--- config.mk ---
export PLATFORM = sky130hd
export DESIGN_NAME = dtc_timers
export DESIGN_NICKNAME = d
export VERILOG_FILES = /design/src/rtl/dtc_pkg.sv /design/src/rtl/dtc_timers.sv
export VERILOG_INCLUDE_DIRS = /design/src /design/src/rtl
export SDC_FILE = /design/constraint.sdc
export NUM_CORES = 1
export LEC_CHECK = 0
export ABC_AREA = 1
export ABC_CLOCK_PERIOD_IN_PS = 2500
export BUFFER_PORTS_ARGS = -buffer_cell sky130_fd_sc_hd__buf_2
export CORE_ASPECT_RATIO = 1.1
export CORE_UTILIZATION = 57
export CTS_BUF_LIST = sky130_fd_sc_hd__clkbuf_16
export DETAILED_ROUTE_END_ITERATION = 8
export PLACE_DENSITY = 0.83
export SETUP_SLACK_MARGIN = 0.3
export SYNTH_ARGS = -nofsm -noshare
export SYNTH_HDL_FRONTEND = slang
export SYNTH_SLANG_ARGS = --single-unit
--- constraint.sdc ---
create_clock -name clk -period 2.5 [get_ports clk]
set_clock_uncertainty 0.2 [all_clocks]
set_input_delay 0.375 -clock clk [delete_from_list [all_inputs] [get_ports clk]]
set_output_delay 0.375 -clock clk [all_outputs]
set_load 0.01 [all_outputs]
--- src/rtl/dtc_consts.svh ---
/*
 * Constants of the dual timer/counter: register byte offsets, field
 * positions, reset values and prescaler counts.
 * Assumes a 10 MHz system clock and an APB register port.
 */
`ifndef DTC_CONSTS_SVH
`define DTC_CONSTS_SVH

// register byte offsets
`define DTC_OFS_CTRL 8'h00
`define DTC_OFS_MODE 8'h04
`define DTC_OFS_T0LO 8'h08
`define DTC_OFS_T1LO 8'h0c
`define DTC_OFS_T0HI 8'h10
`define DTC_OFS_T1HI 8'h14
`define DTC_OFS_AUX 8'h18

// control register fields
`define DTC_CTRL_TF1 7
`define DTC_CTRL_TR1 6
`define DTC_CTRL_TF0 5
`define DTC_CTRL_TR0 4

// auxiliary register fields
`define DTC_AUX_TIMER0_EXTRA_PRESCALE 4
`define DTC_AUX_TIMER1_FAST_CLOCK_SELECT 3
`define DTC_AUX_TIMER0_FAST_CLOCK_SELECT 2
`define DTC_AUX_T1CKOE 1
`define DTC_AUX_T0CKOE 0

// reset value of every register
`define DTC_RST_BYTE 8'h00

// prescaler: base divide by 12, then by 4 and 16 more
`define DTC_DIV_BASE 12
`define DTC_DIV12_LAST 4'hb
`define DTC_DIV48_LAST 2'h3
`define DTC_DIV192_LAST 4'hf

`endif

--- src/rtl/dtc_pkg.sv ---
/*
 * Types of the dual timer/counter.
 * Assumes nothing beyond the constants header.
 */
package dtc_pkg;
  // operating mode field
  typedef enum logic [1:0] {
    DTC_PWM = 2'b00,
    DTC_WIDE = 2'b01,
    DTC_RELOAD = 2'b10,
    DTC_SPLIT = 2'b11
  } dtc_mode_t;

  // per-timer mode byte half
  typedef struct packed {
    logic gate;
    logic ct;
    dtc_mode_t mode;
  } dtc_cfg_t;
endpackage

--- src/rtl/dtc_timers.sv ---
/*
 * Two 16-bit timer/counters with PWM, auto-reload, split and clock-out
 * operation, behind an APB slave.
 * Assumes pins and APB signals synchronous to clk (10 MHz).
 */
// The implementer's own choices: the register addresses and the APB slave port.
// Behaviour
// timer advances every 12 clocks, or every clock with fast select
// timer 0 also offers clock divided by 48 and by 192
// counter samples its pin per timer-rate cycle, counts high-then-low
// counted edge shows in count the cycle after detection
// mode 0 is PWM; all-ones to zero wrap sets overflow flag
// counting needs run bit and gate off or interrupt input high
// mode 1 is a full 16-bit timer or counter, same qualification
// mode 2: low byte overflow sets flag, reloads from high byte
// timer 1 in mode 3 holds its count
// timer 0 mode 3 low byte uses timer 0 controls and flag
// timer 0 mode 3 high byte: internal clock, timer 1 run and flag
// clock-out: 8-bit reload, overflow toggles a 50% duty output
// timer 0 clock-out drives P3.4, timer 1 drives P3.5
// timer 1 clock-out counts only clock/12 or clock
// timer 0 clock-out rate is clock over n*(256-reload), n 24/2/96/384
// timer 1 clock-out rate is clock over n*(256-reload), n 24 or 2
// clock-out overflow sets flag but raises no interrupt
// software sets source, enable, clears C/T, loads bytes, then runs
// timer 1 overflow serves baud rate and clock-out together
// mode field: PWM, 16-bit, 8-bit reload, split or stopped
// timer 0 source decoded from extra prescale, fast and C/T bits
// everything resets to zero; timers stay stopped until run set

`include "dtc_consts.svh"

// one timer core: two count bytes and their mode handling
module dtc_unit (
  // clock and reset
  input wire logic clk,
  input wire logic rst_b,
  // count enables and mode
  input wire logic lo_en,
  input wire logic hi_en,
  input wire logic ar_force,
  input dtc_pkg::dtc_mode_t mode,
  // software writes
  input wire logic wr_lo,
  input wire logic wr_hi,
  input wire logic [7:0] wdata,
  // state and events
  output logic [7:0] lo_r,
  output logic [7:0] hi_r,
  output logic ovf,
  output logic hi_ovf,
  output logic pwm_r
);
  import dtc_pkg::*;
  dtc_mode_t m;
  logic wrap;

  // clock-out overrides the mode field with 8-bit reload
  assign m = ar_force ? DTC_RELOAD : mode;
  assign wrap = (lo_r == 8'hff);

  // unit overflow: 8-bit wrap, or 16-bit wrap in wide mode
  always_comb begin
    ovf = lo_en && wrap && (m != DTC_WIDE || hi_r == 8'hff);
    hi_ovf = hi_en && (m == DTC_SPLIT) && (hi_r == 8'hff);
  end

  // low byte; a software write beats a count in the same cycle
  always_ff @(posedge clk or negedge rst_b) begin
    if (!rst_b) begin
      lo_r <= `DTC_RST_BYTE;
    end else if (wr_lo) begin
      lo_r <= wdata;
    end else if (lo_en) begin
      if (m == DTC_RELOAD && wrap) begin
        lo_r <= hi_r;
      end else begin
        lo_r <= lo_r + 8'h01;
      end
    end
  end

  // high byte: carry in wide mode, own count in split mode
  always_ff @(posedge clk or negedge rst_b) begin
    if (!rst_b) begin
      hi_r <= `DTC_RST_BYTE;
    end else if (wr_hi) begin
      hi_r <= wdata;
    end else if (m == DTC_WIDE && lo_en && wrap) begin
      hi_r <= hi_r + 8'h01;
    end else if (m == DTC_SPLIT && hi_en) begin
      hi_r <= hi_r + 8'h01;
    end
  end

  // pwm level: high while the count is below the high byte
  always_ff @(posedge clk or negedge rst_b) begin
    if (!rst_b) begin
      pwm_r <= 1'b0;
    end else begin
      pwm_r <= (m == DTC_PWM) && (lo_r < hi_r);
    end
  end
endmodule

// top: APB registers, prescaler, source select, flags, clock-out pins
module dtc_timers (
  // clock and reset
  input wire logic clk,
  input wire logic rst_b,
  // apb slave
  input wire logic psel,
  input wire logic penable,
  input wire logic pwrite,
  input wire logic [7:0] paddr,
  input wire logic [31:0] pwdata,
  output logic [31:0] prdata,
  output logic pready,
  output logic pslverr,
  // count and gate inputs
  input wire logic t0_pin,
  input wire logic t1_pin,
  input wire logic ext_int0,
  input wire logic ext_int1,
  // other clock sources, one-cycle pulses
  input wire logic ilrc_tick,
  input wire logic wdt_tick,
  // interrupt requests and baud source
  output logic t0_irq,
  output logic t1_irq,
  output logic t1_baud_tick,
  // clock-out and pwm pins
  output logic p34_out,
  output logic p34_drive,
  output logic p35_out,
  output logic p35_drive,
  output logic pwm0_out,
  output logic pwm1_out
);
  import dtc_pkg::*;
  dtc_cfg_t cfg0_r, cfg1_r;
  logic tf0_r, tf1_r, tr0_r, tr1_r;
  logic xl_r, x12_0_r, x12_1_r, cko0_en_r, cko1_en_r;
  logic [3:0] div12_r, div16_r;
  logic tick12, tick48, tick192;
  logic samp0_r, samp1_r, pend0_r, pend1_r;
  logic acc, wr, hit;
  logic [2:0] sel0;
  logic [1:0] sel1;
  logic src0, src0_int, src1, run0, run1, t0_split;
  logic [7:0] tl0, th0, tl1, th1;
  logic ovf0, ovf0_hi, ovf1, ovf1_hi, pwm0, pwm1;
  logic irq0_r, irq1_r, baud_r, cko0_r, cko1_r;
  logic [31:0] rd;

  // apb: one wait state, so pready and prdata come from flops
  assign acc = psel && penable;
  assign wr = acc && pwrite && pready;

  always_ff @(posedge clk or negedge rst_b) begin
    if (!rst_b) begin
      pready <= 1'b0;
      prdata <= 32'h0000_0000;
      pslverr <= 1'b0;
    end else begin
      pready <= acc && !pready;
      prdata <= (acc && !pready && !pwrite) ? rd : 32'h0000_0000;
      pslverr <= acc && !pready && !hit; // unmapped address
    end
  end

  // read mux; unused bits read as zero
  always_comb begin
    hit = 1'b1;
    rd = 32'h0000_0000;
    unique case (paddr)
      `DTC_OFS_CTRL: rd[7:4] = {tf1_r, tr1_r, tf0_r, tr0_r};
      `DTC_OFS_MODE: rd[7:0] = {cfg1_r, cfg0_r};
      `DTC_OFS_T0LO: rd[7:0] = tl0;
      `DTC_OFS_T1LO: rd[7:0] = tl1;
      `DTC_OFS_T0HI: rd[7:0] = th0;
      `DTC_OFS_T1HI: rd[7:0] = th1;
      `DTC_OFS_AUX: rd[4:0] = {xl_r, x12_1_r, x12_0_r, cko1_en_r, cko0_en_r};
      default: hit = 1'b0;
    endcase
  end

  // mode and auxiliary bits, plain software state
  always_ff @(posedge clk or negedge rst_b) begin
    if (!rst_b) begin
      cfg0_r <= dtc_cfg_t'(`DTC_RST_BYTE);
      cfg1_r <= dtc_cfg_t'(`DTC_RST_BYTE);
      {xl_r, x12_1_r, x12_0_r, cko1_en_r, cko0_en_r} <= 5'h00;
    end else if (wr && paddr == `DTC_OFS_MODE) begin
      {cfg1_r, cfg0_r} <= pwdata[7:0];
    end else if (wr && paddr == `DTC_OFS_AUX) begin
      xl_r <= pwdata[`DTC_AUX_TIMER0_EXTRA_PRESCALE];
      x12_1_r <= pwdata[`DTC_AUX_TIMER1_FAST_CLOCK_SELECT];
      x12_0_r <= pwdata[`DTC_AUX_TIMER0_FAST_CLOCK_SELECT];
      cko1_en_r <= pwdata[`DTC_AUX_T1CKOE];
      cko0_en_r <= pwdata[`DTC_AUX_T0CKOE];
    end
  end

  // run bits; software alone owns them
  always_ff @(posedge clk or negedge rst_b) begin
    if (!rst_b) begin
      tr0_r <= 1'b0;
      tr1_r <= 1'b0;
    end else if (wr && paddr == `DTC_OFS_CTRL) begin
      tr0_r <= pwdata[`DTC_CTRL_TR0];
      tr1_r <= pwdata[`DTC_CTRL_TR1];
    end
  end

  // prescaler: divide by 12, then 4 and 16 more for /48 and /192
  always_ff @(posedge clk or negedge rst_b) begin
    if (!rst_b) begin
      div12_r <= 4'h0;
      div16_r <= 4'h0;
    end else if (div12_r == `DTC_DIV12_LAST) begin
      div12_r <= 4'h0;
      div16_r <= div16_r + 4'h1;
    end else begin
      div12_r <= div12_r + 4'h1;
    end
  end

  assign tick12 = (div12_r == `DTC_DIV12_LAST);
  assign tick48 = tick12 && (div16_r[1:0] == `DTC_DIV48_LAST);
  assign tick192 = tick12 && (div16_r == `DTC_DIV192_LAST);

  // pin sampling at the timer rate; a high-then-low pair is held
  // pending so the count moves on the following timer-rate cycle
  always_ff @(posedge clk or negedge rst_b) begin
    if (!rst_b) begin
      samp0_r <= 1'b0;
      samp1_r <= 1'b0;
      pend0_r <= 1'b0;
      pend1_r <= 1'b0;
    end else if (tick12) begin
      samp0_r <= t0_pin;
      samp1_r <= t1_pin;
      pend0_r <= samp0_r && !t0_pin;
      pend1_r <= samp1_r && !t1_pin;
    end
  end

  // clock-out forces timer mode regardless of the C/T bit
  assign sel0 = {xl_r, x12_0_r, cfg0_r.ct && !cko0_en_r};
  assign sel1 = {x12_1_r, cfg1_r.ct && !cko1_en_r};

  // timer 0 source decode; timer 1 overflow feeds code 111
  always_comb begin
    unique case (sel0)
      3'b000: src0 = tick12;
      3'b001: src0 = tick12 && pend0_r;
      3'b010: src0 = 1'b1;
      3'b011: src0 = ilrc_tick;
      3'b100: src0 = tick48;
      3'b101: src0 = wdt_tick;
      3'b110: src0 = tick192;
      3'b111: src0 = ovf1;
    endcase
  end

  // high byte of split timer 0 never counts the pin
  assign src0_int = x12_0_r ? (xl_r ? tick192 : 1'b1)
    : (xl_r ? tick48 : tick12);

  // timer 1 source decode
  assign src1 = sel1[1] ? (sel1[0] ? tick48 : 1'b1)
    : (sel1[0] ? tick12 && pend1_r : tick12);

  // run qualification; split timer 0 takes over timer 1's run bit,
  // so timer 1 then free-runs, its overflow setting no flag and raising no interrupt
  assign t0_split = (cfg0_r.mode == DTC_SPLIT) && !cko0_en_r;
  assign run0 = tr0_r && (!cfg0_r.gate || ext_int0);
  assign run1 = t0_split ? 1'b1 : tr1_r && (!cfg1_r.gate || ext_int1);

  dtc_unit u_t0 (
    .clk(clk),
    .rst_b(rst_b),
    .lo_en(src0 && run0),
    .hi_en(src0_int && tr1_r),
    .ar_force(cko0_en_r),
    .mode(cfg0_r.mode),
    .wr_lo(wr && paddr == `DTC_OFS_T0LO),
    .wr_hi(wr && paddr == `DTC_OFS_T0HI),
    .wdata(pwdata[7:0]),
    .lo_r(tl0),
    .hi_r(th0),
    .ovf(ovf0),
    .hi_ovf(ovf0_hi),
    .pwm_r(pwm0)
  );

  // timer 1 in mode 3 gets no count enable unless clock-out is on
  dtc_unit u_t1 (
    .clk(clk),
    .rst_b(rst_b),
    .lo_en(src1 && run1 && (cfg1_r.mode != DTC_SPLIT || cko1_en_r)),
    .hi_en(1'b0),
    .ar_force(cko1_en_r),
    .mode(cfg1_r.mode),
    .wr_lo(wr && paddr == `DTC_OFS_T1LO),
    .wr_hi(wr && paddr == `DTC_OFS_T1HI),
    .wdata(pwdata[7:0]),
    .lo_r(tl1),
    .hi_r(th1),
    .ovf(ovf1),
    .hi_ovf(ovf1_hi),
    .pwm_r(pwm1)
  );

  // overflow flags: hardware set wins over a software clear
  always_ff @(posedge clk or negedge rst_b) begin
    if (!rst_b) begin
      tf0_r <= 1'b0;
      tf1_r <= 1'b0;
    end else begin
      if (ovf0) begin
        tf0_r <= 1'b1;
      end else if (wr && paddr == `DTC_OFS_CTRL) begin
        tf0_r <= pwdata[`DTC_CTRL_TF0];
      end
      if (t0_split ? ovf0_hi : ovf1) begin
        tf1_r <= 1'b1;
      end else if (wr && paddr == `DTC_OFS_CTRL) begin
        tf1_r <= pwdata[`DTC_CTRL_TF1];
      end
    end
  end

  // interrupt request pulses, suppressed in clock-out
  always_ff @(posedge clk or negedge rst_b) begin
    if (!rst_b) begin
      irq0_r <= 1'b0;
      irq1_r <= 1'b0;
      baud_r <= 1'b0;
    end else begin
      irq0_r <= ovf0 && !cko0_en_r;
      irq1_r <= t0_split ? ovf0_hi : ovf1 && !cko1_en_r;
      baud_r <= ovf1;
    end
  end

  // clock-out toggles: two overflows per output period give 50% duty
  // and the n*(256-reload) divide ratio
  always_ff @(posedge clk or negedge rst_b) begin
    if (!rst_b) begin
      cko0_r <= 1'b0;
      cko1_r <= 1'b0;
    end else begin
      if (!cko0_en_r) begin
        cko0_r <= 1'b0;
      end else if (ovf0) begin
        cko0_r <= !cko0_r;
      end
      if (!cko1_en_r) begin
        cko1_r <= 1'b0;
      end else if (ovf1) begin
        cko1_r <= !cko1_r;
      end
    end
  end

  // pins: every output straight from a flop
  assign t0_irq = irq0_r;
  assign t1_irq = irq1_r;
  assign t1_baud_tick = baud_r;
  assign p34_out = cko0_r;
  assign p34_drive = cko0_en_r;
  assign p35_out = cko1_r;
  assign p35_drive = cko1_en_r;
  assign pwm0_out = pwm0;
  assign pwm1_out = pwm1;
endmodule

Word level (Yosys, flattened, before mapping)
Cells that the tools add are included.
- add/subtract/negate cells: 6
- multipliers: 0
- div/mod/pow operators: 0
- magnitude comparators: 2
- equality and inequality tests: 31
- shift operators: 0
- mux-type cells: 37
- bitwise logic cells: 1
- reduce and logical (&&, ||, !) cells: 72
- operators with widths (cell ; number):
    $mux 8 ; 12
    $logic_and 1x1->1 ; 44
    $add 8x1->8 const B ; 4
    $eq 8x8->1 const B ; 4
    $eq 8x5->1 const B ; 3
    $pmux 4 s6 ; 1
    $mux 1 ; 18
    $pmux 3 s6 ; 1
    $eq 8x4->1 const B ; 2
    $lt 8x8->1 ; 2
    $eq 3x3->1 const B ; 4
    $logic_not 1->1 ; 11
    $eq 2x2->1 const B ; 5
    $reduce_bool 2->1 ; 5
    $add 4x1->4 const B ; 2
    $eq 4x4->1 const B ; 2
    $eq 8x3->1 const B ; 1
    $logic_not 8->1 ; 1
    $ne 2x1->1 const B ; 4
    $pmux 1 s8 ; 1
    $pmux 1 s7 ; 1
    $reduce_or 7->1 ; 1
    $eq 3x2->1 const B ; 2
    $logic_or 1x1->1 ; 5
    other kinds (10) ; 13
- flip-flop bits (word level): 78
- latch bits: 0
- RAM bits: 0
- memory bits (read-only): 0
- input port bits: 51
- output and inout bits: 43
- memories: 0

Depth between registers and ports, before layout
Gate-level depths: netlist of the first run.
- word-level depth: 14
- mapped depth: 14
- depth with buffers taken out: 13

Cells and area by module
Synthesis of the first run repeated with hierarchy kept, for this count alone.
- cells, all modules: 753
- area, all modules: 5534.1 µm²
- by module, submodules not included (module ; times used ; cells an instance ; area an instance (µm²)):
    dtc_unit ; 2 ; 210 ; 1446.4
    dtc_timers ; 1 ; 333 ; 2641.3

Worst setup path before layout of the first run
OpenSTA, ideal clock, no wires.
- path type: register to register
- start point: register div12_r[0]
- end point: register u_t0.lo_r[6]
- arrival: 1.627 ns
- slack: 0.551 ns
- cell stages (with the launch flop): 15
- buffers on the path: 1
- path through: dfrtp_1 -> ha_1 -> nand2_1 -> nor2_4 -> nand2_2 -> nand2_1 -> o211ai_1 -> nand2_1 -> nor2_1 -> nand2_4 -> nand2_4 -> nand2_4 -> buf_8 -> nand2_2 -> o21ai_2
- word-level cells in the longest chain between the ends: 11
- elaborated cells between the ends (all ways): 15
- those cells by class: eq/ne: 1; mux: 4; reduce/logical: 10
- RTL lines (what ; RTL line ; source):
    start, declared ; dtc_timers.sv:144 ; logic [3:0] div12_r, div16_r;
    start signal, assigned ; dtc_timers.sv:225 ; div12_r <= div12_r + 4'h1;
    $eq 4x4->1 (no source line) (*) ; - ;
    $logic_and 1x1->1 (on tied branches) ; dtc_timers.sv:273, dtc_timers.sv:230 ;
    $mux 1 (on tied branches) ; dtc_timers.sv:273, dtc_timers.sv:272 ;
    $mux 1 ; dtc_timers.sv:272 ; assign src1 = sel1[1] ? (sel1[0] ? tick48 : 1'b1)
    $logic_and 1x1->1 (2 in a row) ; dtc_timers.sv:302 ; .lo_en(src1 && run1 && (cfg1_r.mode != DTC_SPLIT || cko1_en_r)),
    $logic_and 1x1->1 (2 in a row) ; dtc_timers.sv:64 ; ovf = lo_en && wrap && (m != DTC_WIDE || hi_r == 8'hff);
    $pmux 1 s8 (*) ; dtc_timers.sv:255 ; unique case (sel0)
    $logic_and 1x1->1 (*) ; dtc_timers.sv:284 ; .lo_en(src0 && run0),
    $reduce_bool 2->1 (no source line) (*) ; - ;
    end signal, assigned ; dtc_timers.sv:71 ; lo_r <= `DTC_RST_BYTE;
    end signal, assigned ; dtc_timers.sv:73 ; lo_r <= wdata;
    end signal, assigned ; dtc_timers.sv:76 ; lo_r <= hi_r;
    end, declared ; dtc_timers.sv:48 ; output logic [7:0] lo_r,
Every way passes the cells marked *; elsewhere a longest branch is shown, timed or not.
A chain may end at the register's enable or synchronous reset.

Worst setup path after layout of the first run
- start point: register div12_r[1]
- end point: register u_t0.hi_r[3]
- word-level cells in the longest chain between the ends: 14
- elaborated cells between the ends (all ways): 24
- those cells by class: eq/ne: 1; mux: 9; reduce/logical: 14
- RTL lines (what ; RTL line ; source):
    $eq 4x4->1 (no source line) (*) ; - ;
    $logic_and 1x1->1 (on tied branches) ; dtc_timers.sv:273, dtc_timers.sv:230 ;
    $mux 1 (on tied branches) ; dtc_timers.sv:273, dtc_timers.sv:272 ;
    $mux 1 ; dtc_timers.sv:272 ;
    $logic_and 1x1->1 (2 in a row) ; dtc_timers.sv:302 ;
    $logic_and 1x1->1 (2 in a row) ; dtc_timers.sv:64 ;
    $pmux 1 s8 ; dtc_timers.sv:255 ;
    $logic_and 1x1->1 ; dtc_timers.sv:284 ;
    $logic_and 1x1->1 (2 in a row) ; dtc_timers.sv:89 ; end else if (m == DTC_WIDE && lo_en && wrap) begin
    $mux 8 ; dtc_timers.sv:89 ;
    $mux 8 ; dtc_timers.sv:87 ; end else if (wr_hi) begin
    end signal, assigned ; dtc_timers.sv:86 ; hi_r <= `DTC_RST_BYTE;
    end signal, assigned ; dtc_timers.sv:88 ; hi_r <= wdata;
    end signal, assigned ; dtc_timers.sv:90 ; hi_r <= hi_r + 8'h01;
    end, declared ; dtc_timers.sv:49 ; output logic [7:0] hi_r,
Marked as above.

==> impl_summary.md, run 1 <==
Run status
The flow ran to the end, and the final reports show no timing, DRC or antenna violations.

Floorplanning
The number of placement rows is 35. Measured along the y axis, the die boundary spans between 100 and 150 um. The area of the die is 0.009290 sq mm. Measured along the x axis, the die boundary spans between 90 and 100 um. The total area inside the core boundary comes to 0.008496 sq mm. The I/O pin total is 94.

The initial core utilization is 59.76%.

Yosys
Sequential elements use 38.44% of the synthesized area. After synthesis, the largest family of logic cells by area is simple AND/OR/NAND/NOR gates. Of all flip-flops after synthesis, the portion carrying an async set or reset was 100.0%. The number of different library cells used by synthesis comes to 46. The instance count of the mapped netlist is between 600 and 700.

The synthesized-area fraction occupied by ao, oa, aoi and oai cells is 16.26%. During synthesis, Yosys emitted a total of 0 warnings. The number of synthesized flops with an enable pin is 0. The average footprint of a synthesized cell is 7.896 sq um. Among all flip-flop cells after synthesis, the most frequent one is sky130_fd_sc_hd__dfrtp_1. The synthesized netlist devotes just under 3% of its cell area to XOR and XNOR gates.

The count of state elements after synthesis is 78. The cell area after technology mapping is between 0.005 and 0.006 sq mm. The post-synthesis share of cell area spent on full adders, half adders and majority gates is 4.929%. The simple-gate portion of the synthesized area is approximately a quarter. The multiplexer fraction of the synthesized cell area is 0%.

Drt
The via count of the routed design is 4867. The number of search-and-repair iterations in the first detailed-routing pass is 5. The wire length per cell is 17.63 um.

For this run, design rule violations remaining after detail routing come to 0. In the routed layout, each cell is associated on average with a via count of 5.836. The routed wire length is roughly 15000 um. The first routing iteration left 393 violations. The number of nets with antenna violations after routing is 0.

GRT
The number of antenna violations at the first check in global routing is 0. The number of global-route vias before repair is 4622. The wire length of the first global-routing pass is 23230 um. For this run, the total global-route usage over all layers was measured as 32.87%.

The total overflow left after global routing is 0. The largest net degree at the start of global routing is 41.

Setup path
The class of the most critical setup path is reg2reg. At the worst endpoint, the required time is 2.58 ns. STA classifies the critical path endpoint as a flop. Data arrives at the worst endpoint at 2.28 ns. In this run the worst path has a maximum fanout of 8. STA classifies the critical path startpoint as a flop.

Timing
In this run the tightest slew margin relative to its limit is 49.58%. The final count of pins violating max slew was 0. At the pin with the least slew margin, the transition time is 0.7505 ns. The final count of negative-setup-slack endpoints is 0.

In the finished design, the share of the clock period the worst path needs comes to 88.11%. The sum of negative setup slack is 0 ns. Setup repair after global routing could not meet its margin everywhere.

The highest achievable clock rate is ~450 MHz. The worst path in the final design needs a cycle of 2.203 ns, including I/O delays and setup. The minimum hold slack is 0.08579 ns. The final hold violation count came to 0.

Finish
The total number of nets in the final design is ~800. 0 antenna diodes ended up in the layout. The count of cells in the finished layout, fillers not included, comes to 834. The fraction of layout instances using a drive strength above 1 is 22.27%. Compared with the post-synthesis result, the final layout area differs by 15.67%.

CTS
The number of clock buffers added by TritonCTS is 9. The insertion delay of the later-clocked pin in the worst-skew pair is around 0.34 ns. The CTS H-tree depth is 3. The worst-case clock buffer depth is 2. Clock tree synthesis selected as its root buffer the cell sky130_fd_sc_hd__clkbuf_16. The clock-pin slew of the registers on the worst-case setup and hold paths is 0.07 ns. TritonCTS built the clock tree. The total number of clock tree sinks is 78.

Place
In this run the tool buffered the top-level ports with between 40 and 50 buffer cells. The congestion estimate from routability-driven global placement came to about 0.96. The number of cells in the design after placement is 794. The placed wire-length estimate after detailed placement is 10570 um.

Power
For this design the total switching power over the nets is around 0.70 mW. The internal power of the cells totals 2.002 mW. The worst-case IR drop observed on VDD is 349.6 uV. The leakage power is 2.863 nW. The combinational cell fraction of total power is approximately 6%. The power density over cell area is 460.1 mW/mm^2.

The share of total power in the clock network is 46.6%. The switching power as a share of total power is 25.93%. Sequential cells account for 47.5% of the total power.

Flow run
The total of max-cap violations is 0.

Min path
The min-delay analysis places its worst path in the category in2reg.
power by group through the flow:
| stage | Sequential [mW] | Combinational [mW] | Clock, mW |
|---|---|---|---|
| after CTS | 1.28 | 0.156 | 1.25 |
| after global routing | 1.28 | 0.178 | 1.31 |
| after global placement | 1.31 | 0.148 | 0 |
| after floorplan | 1.31 | 0.0983 | 0 |
| final | 1.28 | 0.159 | 1.26 |
| after detailed placement | 1.31 | 0.153 | 0 |
path summary, 6_finish.rpt:
check,startpoint,endpoint,slack (ns),depth (start not counted)
setup / recovery,div12_r[1]$_DFF_PN0_,u_t0.hi_r[3]$_DFFE_PN0P_,0.30,13
hold / removal,t0_pin,samp0_r$_DFFE_PN0N_,0.09,3
setup reg to reg,div12_r[1]$_DFF_PN0_,u_t0.hi_r[3]$_DFFE_PN0P_,0.30,13
hold reg to reg,p35_out$_DFFE_PN0P_,p35_out$_DFFE_PN0P_,0.27,1
max in group asynchronous,rst_b,u_t1.hi_r[0]$_DFFE_PN0P_,1.13,3
min in group asynchronous,rst_b,div12_r[2]$_DFF_PN0_,0.35,2
cells by family (layout without fill, tap and decap cells):
family	after synthesis	count (layout)
fa+ha+maj	20	20
flops	78	78
buf+inv	111	167
xor+xnor	17	17
other cells	1	24
compound gates	131	131
simple gates	285	286
cells in the final DEF (no fill, tap or decap), drive strengths merged:
master	n
a41oi	4
o221ai	10
nor3	17
o22ai	12
conb	24
clkbuf	9
xnor2	1
buf	72
nor3b	1
dlygate4sd3	1
o21a	1
ha	20
nand3b	3
a31oi	4
xor2	16
or2	4
o211ai	15
o21ai	57
a211oi	1
nand3	41
nand2	156
a22o	1
clkinvlp	4
nand4	9
o311ai	1
a21oi	24
clkinv	3
and2	1
inv	78
nor2	54
o21bai	1
dfrtp	78
Yosys cell counts (2+ instances only):
cell type | instances | share of area (%)
sky130_fd_sc_hd__nor3_1 | 14 | 1.4
sky130_fd_sc_hd__o21ai_2 | 7 | 1.2
sky130_fd_sc_hd__inv_1 | 68 | 5.0
sky130_fd_sc_hd__o22ai_1 | 12 | 1.5
sky130_fd_sc_hd__clkbuf_1 | 4 | 0.30
sky130_fd_sc_hd__o21ai_0 | 43 | 4.2
sky130_fd_sc_hd__nand3_1 | 37 | 3.6
sky130_fd_sc_hd__o21ai_1 | 7 | 0.69
sky130_fd_sc_hd__nor3_4 | 3 | 0.96
sky130_fd_sc_hd__nand3_2 | 4 | 0.79
sky130_fd_sc_hd__xor2_1 | 16 | 2.8
sky130_fd_sc_hd__o221ai_1 | 10 | 1.7
sky130_fd_sc_hd__a31oi_1 | 3 | 0.37
sky130_fd_sc_hd__nor2_4 | 2 | 0.44
sky130_fd_sc_hd__a41oi_1 | 4 | 0.69
sky130_fd_sc_hd__dfrtp_1 | 78 | 38
sky130_fd_sc_hd__or2_2 | 4 | 0.49
sky130_fd_sc_hd__buf_6 | 2 | 0.44
sky130_fd_sc_hd__nand4_1 | 7 | 0.86
sky130_fd_sc_hd__nand2_2 | 11 | 1.4
sky130_fd_sc_hd__buf_4 | 25 | 3.7
sky130_fd_sc_hd__o211ai_1 | 15 | 2.2
sky130_fd_sc_hd__a21oi_1 | 23 | 2.3
sky130_fd_sc_hd__ha_1 | 20 | 4.9
sky130_fd_sc_hd__nand2_1 | 140 | 10
sky130_fd_sc_hd__nor2_1 | 45 | 3.3
sky130_fd_sc_hd__nand2_4 | 5 | 1.1
sky130_fd_sc_hd__nand3b_1 | 3 | 0.44
sky130_fd_sc_hd__nor2_2 | 7 | 0.86
sky130_fd_sc_hd__inv_2 | 8 | 0.59
critical path, stage by stage, from the launching register on:
cell	delay, ns
sky130_fd_sc_hd__dfrtp_1	0.37
sky130_fd_sc_hd__ha_2	0.20
sky130_fd_sc_hd__nand2_2	0.06
sky130_fd_sc_hd__nor2_4	0.15
sky130_fd_sc_hd__nand2_2	0.11
sky130_fd_sc_hd__nand2_2	0.10
sky130_fd_sc_hd__nand3_4	0.09
sky130_fd_sc_hd__nor2_4	0.13
sky130_fd_sc_hd__nand3_2	0.10
sky130_fd_sc_hd__nand2_4	0.14
sky130_fd_sc_hd__nand4_4	0.19
sky130_fd_sc_hd__nand2_4	0.17
sky130_fd_sc_hd__nand2_1	0.06
sky130_fd_sc_hd__nand2_1	0.06
timing repair:
action / CTS / global route
hold buffers: 1 / 0
resized for setup: 7 / 15
hold endpoints to repair: 38 / 0
setup buffers: 10 / 12
pin swaps: 14 / 15
setup endpoints to repair: 15 / 34
gates cloned: 1 / 0
area by class of cell:
type                    count  area, sq um
clock inverters             7        57.56
multi-input cells         478         2739
well taps                 111        138.9
fillers                   693         2623
clock buffers               9        225.2
repair buffers             73        456.7
inverters                  78        299.0
flip-flops and latches     78         1957
flip-flops by register name, summed over array words and instances, names as in the netlist, 4 cells and up:
register and count:
prdata 8, div16_r 4, u_t1.hi_r 8, u_t0.lo_r 8, cfg0_r 4, u_t1.lo_r 8, u_t0.hi_r 8, cfg1_r 4
div12_r 4
stage by stage:
stage          cell area, sq um  worst slack, ns  util, %  power [mW]
2_1_floorplan              5164           0.5510        -       1.404
3_3_place_gp               5335           0.3094    62.80       1.454
3_5_place_dp               5335           0.2526    62.80       1.459
4_1_cts                    5744           0.2647    67.61       2.687
5_1_grt                    5873           0.2079    69.13       2.768
6_report                   5873           0.2972    69.13       2.702
layer usage:
layer  GRT usage, %  vias up  share of wire, %
li1               -     2265                 -
met1          44.26     2302                42
met2          51.03      255                47
met3          6.787       45               8.0
met4          15.38        0               3.2
met5              0        -                 0
Note: power is estimated with default switching activity, not from simulation.
==> inputs of run 2 (changes only) <==
--- a/config.mk
+++ b/config.mk
@@ -10,10 +10,10 @@
 export ABC_CLOCK_PERIOD_IN_PS = 2500
 export BUFFER_PORTS_ARGS = -buffer_cell sky130_fd_sc_hd__buf_2
 export CORE_ASPECT_RATIO = 1.1
-export CORE_UTILIZATION = 57
+export CORE_UTILIZATION = 30
 export CTS_BUF_LIST = sky130_fd_sc_hd__clkbuf_16
 export DETAILED_ROUTE_END_ITERATION = 8
-export PLACE_DENSITY = 0.83
+export PLACE_DENSITY = 0.49
 export SETUP_SLACK_MARGIN = 0.3
 export SYNTH_ARGS = -nofsm -noshare
 export SYNTH_HDL_FRONTEND = slang
==> impl_summary.md, run 2 (synthesis gave the netlist of run 1 again) <==
Drt
The routed wire length is 15870 um (was 14710 um). The wire length per cell is 17.10 um (was 17.63 um). The post-detailed-route via-to-cell ratio was 5.125 (was 5.836). The number of search-and-repair iterations in the first detailed-routing pass was 5 (unchanged). The via count of the routed design is 4756 (was 4867). The number of design rule violations left after detail routing is 0 (unchanged).

The number of DRC markers after the initial detailed-route iteration is 399 (was 393). The number of nets with antenna violations after routing is 0 (unchanged).

Place
The number of cells in the design after placement is 892 (was 794). The placed wire-length estimate after detailed placement is 11560 um (was 10570 um). The port buffer count was 45 (unchanged).

The final weighted congestion of routability-driven global placement is 0.9290 (was 0.9639).

Setup path
The critical register-to-register path endpoint is u_t0.hi_r[4]$_DFFE_PN0P_ (was u_t0.hi_r[3]$_DFFE_PN0P_). The type of element launching the critical path is a flop (unchanged). The depth of the most critical reg-to-reg path came to 11 (was 13). The arrival time at the worst endpoint came to 2.25 ns (was 2.28 ns). The class of the most critical setup path is reg2reg (unchanged). The endpoint type of the worst setup path is a flop (unchanged). The required time reported for the critical path endpoint is 2.60 ns (was 2.58 ns). The register-to-register setup slack came to 0.35 ns (was 0.30 ns). The largest driver fanout on the critical path is 9 (was 8).

The source of the worst register-to-register timing path was p34_drive$_DFFE_PN0P_ (was div12_r[1]$_DFF_PN0_).

Finish
The final antenna diode count came to 0 (unchanged). The final core utilization is 37.33% (was 69.13%). The final-layout fill cell count came to 1700 (was 693). The fraction of layout instances using a drive strength above 1 is 23.07% (was 22.27%). The total number of nets in the final design is 790 (was 789).

The most common library cell in the layout ignoring fill and taps is sky130_fd_sc_hd__nand2_1 (unchanged). Commonest cells after routing, fill and taps aside: sky130_fd_sc_hd__nand2_1 (131), sky130_fd_sc_hd__dfrtp_1 (74), sky130_fd_sc_hd__inv_1 (68) (was sky130_fd_sc_hd__nand2_1 (135), sky130_fd_sc_hd__dfrtp_1 (74), sky130_fd_sc_hd__inv_1 (66)). The count of non-filler cells in the finished layout came to 928 (was 834). The growth of design area from synthesis to finish was 20.80% (was 15.67%).

CTS
The clock tree from TritonCTS is yes (unchanged). The insertion delay of the later-clocked pin in the worst-skew pair is 0.36 ns (was 0.34 ns). The clock-pin slew of the registers on the worst-case setup and hold paths is 0.07 ns (about the same).

The worst-case clock buffer depth is 2 (unchanged). The buffer type at the clock tree root is sky130_fd_sc_hd__clkbuf_16 (unchanged). The CTS H-tree depth is 3 (unchanged). The total CTS buffers is 9 (unchanged). The total number of clock tree sinks was 78 (unchanged).

Min path
The worst hold path depth is 3 (unchanged). The type of the most critical hold path was in2reg (unchanged). The worst-case hold path end point is samp0_r$_DFFE_PN0N_ (unchanged). The hold path startpoint is t0_pin (unchanged).

Timing
The highest achievable clock rate is 464.2 MHz (was 454.0 MHz). The final count of pins violating max slew is 0 (unchanged). The final hold violation count is 0 (unchanged). The shortest period the worst path allows is 2.154 ns (was 2.203 ns).

The final cycle utilization of the critical path is 86.17% (was 88.11%). The sum of negative setup slack came to 0 ns (unchanged). The relative slew slack is 45.79% (was 49.58%).

The transition time of the tightest slew-check pin is 0.8070 ns (was 0.7505 ns). The final count of negative-setup-slack endpoints came to 0 (unchanged). Unrepaired setup endpoints after global routing: true (unchanged).

Power
The leakage power is 2.922 nW (was 2.863 nW). The maximum vdd ir drop is 327.7 uV (was 349.6 uV). The power density over cell area is 495.8 mW/mm^2 (was 460.1 mW/mm^2).

GRT
The largest net degree at the start of global routing is 37 (was 41). The aggregate global routing overflow is 0 (unchanged). The total global-route track usage is 18.67% (was 32.87%). The number of global-route vias before repair came to 4433 (was 4622). The number of antenna violations at the first check in global routing is 1 (was 0). The wire length of the first global-routing pass is 24750 um (was 23230 um).

Floorplanning
The vertical extent of the die is 138.4 um (was 101.0 um). The placeable core region is 0.01643 sq mm (was 0.008496 sq mm). The area of the die is 0.01745 sq mm (was 0.009290 sq mm). The initial core utilization came to 30.90% (was 59.76%). The I/O pin total is 94 (unchanged). The horizontal die dimension came to 126.0 um (was 91.99 um). The number of placement rows was 49 (was 35).

Run status
Status: finished, final reports clean (unchanged).

Flow run
The total of max-cap violations was 0 (unchanged).
-- run 2: changes by cell type in the layout (fill, tap and decap cells not counted), moves of 2 or more --
cell and delta:
sky130_fd_sc_hd__bufinv_16 +3, sky130_fd_sc_hd__inv_2 -2, sky130_fd_sc_hd__inv_1 +2, sky130_fd_sc_hd__nand3_2 +3
sky130_fd_sc_hd__nand2_1 -4, sky130_fd_sc_hd__clkinvlp_4 -4, sky130_fd_sc_hd__nand3_1 -3, sky130_fd_sc_hd__nand2_4 +3
-- run 2: worst max-delay path, cell delays in order, from the launching register on --
cell and delay (ns):
sky130_fd_sc_hd__dfrtp_2 0.48, sky130_fd_sc_hd__inv_4 0.11, sky130_fd_sc_hd__nand3_2 0.14, sky130_fd_sc_hd__a21oi_2 0.21, sky130_fd_sc_hd__nand3_4 0.10, sky130_fd_sc_hd__nor2_4 0.13, sky130_fd_sc_hd__nand3_2 0.10, sky130_fd_sc_hd__nand2_4 0.13
sky130_fd_sc_hd__nand4_4 0.15, sky130_fd_sc_hd__nand2_4 0.19, sky130_fd_sc_hd__nand2_1 0.06, sky130_fd_sc_hd__nand2_1 0.06
-- run 2: routing by layer --
layer,vias to the layer above,track usage (%),share of wire [%]
met3,34,3.289,5.5
met1,2293,24.67,44
li1,2265,-,-
met5,-,0,0
met2,164,29.14,47
met4,0,9.702,3.3
-- run 2: timing repair --
action                     CTS  global route
hold endpoints to repair    29             0
setup endpoints to repair   16            34
pin swaps                    8            15
buffers inserted             8            10
hold buffers                 1             0
resized for setup            5            27
gates cloned                 1             0
-- run 2: power by group --
| part | internal [mW] | switching (mW) |
|---|---|---|
| registers | 1.27 | 0.0102 |
| clock network | 0.992 | 0.602 |
| logic | 0.0474 | 0.117 |
| total | 2.31 | 0.729 |
-- run 2: cell type report --
type	instances	area, sq um	area share (%)
Clock buffer	9	225.2	3.672
Clock inverter	7	127.6	2.081
Inverter	78	297.8	4.855
Multi-Input combinational cell	478	2798	45.61
Sequential cell	78	1957	31.91
Tap cell	204	255.2	4.162
Timing Repair Buffer	74	473.0	7.711
-- run 2: worst max path at each step --
stage / cells after the start / startpoint / end / slack (ns)
floorplan: 14 / div12_r[0]$_DFF_PN0_ / u_t0.lo_r[6]$_DFFE_PN0P_ / 0.55
global placement: 13 / div12_r[0]$_DFF_PN0_ / u_t0.hi_r[3]$_DFFE_PN0P_ / 0.27
detailed placement: 13 / div12_r[0]$_DFF_PN0_ / u_t0.hi_r[2]$_DFFE_PN0P_ / 0.23
CTS: 11 / u_t1.hi_r[0]$_DFFE_PN0P_ / u_t0.hi_r[2]$_DFFE_PN0P_ / 0.30
global route: 11 / u_t1.hi_r[0]$_DFFE_PN0P_ / p34_out$_DFFE_PN0P_ / 0.20
finish: 11 / p34_drive$_DFFE_PN0P_ / u_t0.hi_r[4]$_DFFE_PN0P_ / 0.35
-- run 2: metrics by stage --
step / cell area, sq um / worst slack (ns) / hold slack (ns) / total power [mW]
6_report: 6133 / 0.3458 / 0.05639 / 3.041
5_1_grt: 6133 / 0.1996 / 0.06344 / 3.145
4_1_cts: 5938 / 0.3042 / 0.05463 / 3.070
3_5_place_dp: 5489 / 0.2347 / 0.1529 / 1.468
3_3_place_gp: 5489 / 0.2698 / 0.1490 / 1.466
2_1_floorplan: 5164 / 0.5510 / -0.1206 / 1.404
==> inputs of run 3 (changes only) <==
--- a/config.mk
+++ b/config.mk
@@ -8,7 +8,7 @@
 export LEC_CHECK = 0
 export ABC_AREA = 1
 export ABC_CLOCK_PERIOD_IN_PS = 2500
-export BUFFER_PORTS_ARGS = -buffer_cell sky130_fd_sc_hd__buf_2
+export BUFFER_PORTS_ARGS = -buffer_cell sky130_fd_sc_hd__buf_4
 export CORE_ASPECT_RATIO = 1.1
 export CORE_UTILIZATION = 30
 export CTS_BUF_LIST = sky130_fd_sc_hd__clkbuf_16
==> impl_summary.md, run 3 (synthesis gave the netlist of run 1 again) <==
CTS
The buffer type at the clock tree root is sky130_fd_sc_hd__clkbuf_16 (unchanged). The worst-case clock buffer depth is 2 (unchanged). The clock tree from TritonCTS is yes (unchanged).

The total number of clock tree sinks is 78 (unchanged). The clock-pin slew of the registers on the worst-case setup and hold paths is 0.07 ns (about the same). The insertion delay of the later-clocked pin in the worst-skew pair was 0.35 ns (was 0.36 ns). The total CTS buffers is 9 (unchanged). The CTS H-tree depth is 3 (unchanged).

Place
The placed wire-length estimate after detailed placement is 11490 um (was 11560 um). The port buffer count is 45 (unchanged). The pre-CTS setup slack is 0.2052 ns (was 0.2347 ns). The final weighted congestion of routability-driven global placement was 0.8975 (was 0.9290).

Floorplanning
The placeable core region is 0.01643 sq mm (unchanged). The I/O pin total is 94 (unchanged). The horizontal die dimension is 126.0 um (unchanged). The vertical extent of the die is 138.4 um (unchanged). The number of placement rows is 49 (unchanged). The initial core utilization is 30.90% (unchanged). The area of the die came to 0.01745 sq mm (unchanged).

Timing
The final count of pins violating max slew came to 0 (unchanged). The post-layout worst setup margin was 0.3320 ns (was 0.3458 ns). The relative slew slack was 50.06% (was 45.79%).

The highest achievable clock rate was 461.3 MHz (was 464.2 MHz). The final count of negative-setup-slack endpoints is 0 (unchanged). The transition time of the tightest slew-check pin is 0.7434 ns (was 0.8070 ns). The final hold violation count came to 0 (unchanged). The shortest period the worst path allows came to 2.168 ns (was 2.154 ns). The final cycle utilization of the critical path is 86.72% (was 86.17%).

Unrepaired setup endpoints after global routing: true (unchanged). The sum of negative setup slack is 0 ns (unchanged).

Drt
The number of DRC markers after the initial detailed-route iteration is 389 (was 399). The post-detailed-route via-to-cell ratio is 5.115 (was 5.125). The wire length per cell was 17.09 um (was 17.10 um). The routed wire length is 15860 um (was 15870 um). The number of design rule violations left after detail routing is 0 (unchanged). The via count of the routed design came to 4747 (was 4756). The number of search-and-repair iterations in the first detailed-routing pass was 5 (unchanged). The number of nets with antenna violations after routing is 0 (unchanged).

Min path
The type of the most critical hold path is in2reg (unchanged). The hold path startpoint is t0_pin (unchanged).

Setup path
The slowest cell on the critical path is sky130_fd_sc_hd__dfrtp_1 (was sky130_fd_sc_hd__dfrtp_2). The beginning of the critical path is div12_r[1]$_DFF_PN0_ (was p34_drive$_DFFE_PN0P_). The cell family with the largest share of critical-path delay is simple AND/OR/NAND/NOR gates (unchanged). The type of element launching the critical path is a flop (unchanged). Critical path cell sequence: ha_4, nand2_4, nor2_4, buf_4, inv_1, a31oi_4, buf_4, nand4_2, nand3_1, nand2_1 (was inv_4, nand3_2, a21oi_2, nand3_4, nor2_4, nand3_2, nand2_4, nand4_4, nand2_4, nand2_1, nand2_1).

The endpoint type of the worst setup path is a flop (unchanged). The source of the worst register-to-register timing path is div12_r[1]$_DFF_PN0_ (was p34_drive$_DFFE_PN0P_). The class of the most critical setup path is reg2reg (unchanged). The largest driver fanout on the critical path is 7 (was 9).

The maximum single-stage delay on the critical path is 0.39 ns (was 0.48 ns). By instance count, the cell type seen most on the critical path is sky130_fd_sc_hd__buf_4. The critical path buffer and inverter count is 3 (was 1).

The required time reported for the critical path endpoint is 2.54 ns (was 2.60 ns). The arrival time at the worst endpoint is 2.21 ns (was 2.25 ns).

GRT
The number of antenna violations at the first check in global routing is 0 (was 1). The largest net degree at the start of global routing was 53 (was 37). The wire length of the first global-routing pass is 25040 um (was 24750 um). The number of global-route vias before repair came to 4478 (was 4433). The aggregate global routing overflow is 0 (unchanged). The total global-route track usage came to 18.71% (was 18.67%).

Finish
The total number of nets in the final design came to 790 (unchanged). Commonest cells after routing, fill and taps aside: sky130_fd_sc_hd__nand2_1 (131), sky130_fd_sc_hd__dfrtp_1 (76), sky130_fd_sc_hd__buf_4 (71) (was sky130_fd_sc_hd__nand2_1 (131), sky130_fd_sc_hd__dfrtp_1 (74), sky130_fd_sc_hd__inv_1 (68)). The growth of design area from synthesis to finish is 21.61% (was 20.80%). The final antenna diode count is 0 (unchanged). The most common library cell in the layout ignoring fill and taps is sky130_fd_sc_hd__nand2_1 (unchanged). The fraction of layout instances using a drive strength above 1 was 23.20% (was 23.07%).

Run status
Status: finished, final reports clean (unchanged).

Flow run
The total of max-cap violations is 0 (unchanged).

Power
The maximum vdd ir drop is 314.9 uV (was 327.7 uV). The leakage power is 2.927 nW (was 2.922 nW). The power density over cell area was 449.1 mW/mm^2 (was 495.8 mW/mm^2).
==> run 3: metrics by stage <==
step | power (mW) | instance area, sq um | utilization (%) | cells | hold slack, ns
6_report | 2.773 | 6175 | 37.58 | 928 | 0.05941
5_1_grt | 2.876 | 6175 | 37.58 | 928 | 0.07848
4_1_cts | 2.790 | 5991 | 36.46 | 916 | 0.05698
3_5_place_dp | 1.478 | 5592 | 34.03 | 891 | 0.1208
3_3_place_gp | 1.476 | 5592 | 34.03 | 891 | 0.1179
2_1_floorplan | 1.404 | 5164 | - | 666 | -0.1206
==> run 3: final timing paths <==
| path | to | slack [ns] | depth (start not counted) |
|---|---|---|---|
| max | u_t0.hi_r[1]$_DFFE_PN0P_ | 0.33 | 10 |
| min | samp0_r$_DFFE_PN0N_ | 0.06 | 3 |
| max reg2reg | u_t0.hi_r[1]$_DFFE_PN0P_ | 0.33 | 10 |
| min reg2reg | p35_out$_DFFE_PN0P_ | 0.27 | 1 |
| max in group asynchronous | u_t1.hi_r[1]$_DFFE_PN0P_ | 1.19 | 3 |
| min in group asynchronous | div16_r[0]$_DFFE_PN0N_ | 0.28 | 2 |
==> run 3: repair_timing <==
| item | in CTS | in global routing |
|---|---|---|
| hold buffers | 1 | 0 |
| gates cloned | 1 | 1 |
| setup endpoints to repair | 20 | 37 |
| setup buffers | 7 | 11 |
| endpoints found under the hold margin | 26 | 0 |
| gates resized for setup | 10 | 25 |
| pin swaps | 12 | 18 |
==> run 3: tightest hold or removal path: cells and delay by family <==
kind          cells  cell delay [ns]
buf+inv           1             0.07
simple gates      2             0.11
==> run 3: area by class of cell <==
cell class	count	area, sq um
Clock buffer	9	225.2
Clock inverter	7	62.56
Fill cell	1656	10260
Inverter	78	297.8
Multi-Input combinational cell	479	2816
Sequential cell	78	1954
Tap cell	204	255.2
Timing Repair Buffer	73	563.0
==> run 3: where the power goes <==
| group | internal, mW | leakage [nW] | switching (mW) |
|---|---|---|---|
| sequential | 1.27 | 0.976 | 0.0100 |
| clock | 0.694 | 0.133 | 0.620 |
| combinational | 0.0611 | 1.82 | 0.116 |
| total | 2.03 | 2.93 | 0.745 |
==> run 3: per-layer routing <==
layer  GRT usage, %  up-vias  wire, um
met3          2.206       32       777
met1          25.22     2262      6984
met2          29.57      180      7538
li1               -     2273         -
met5              0        -         0
met4          9.385        0       562
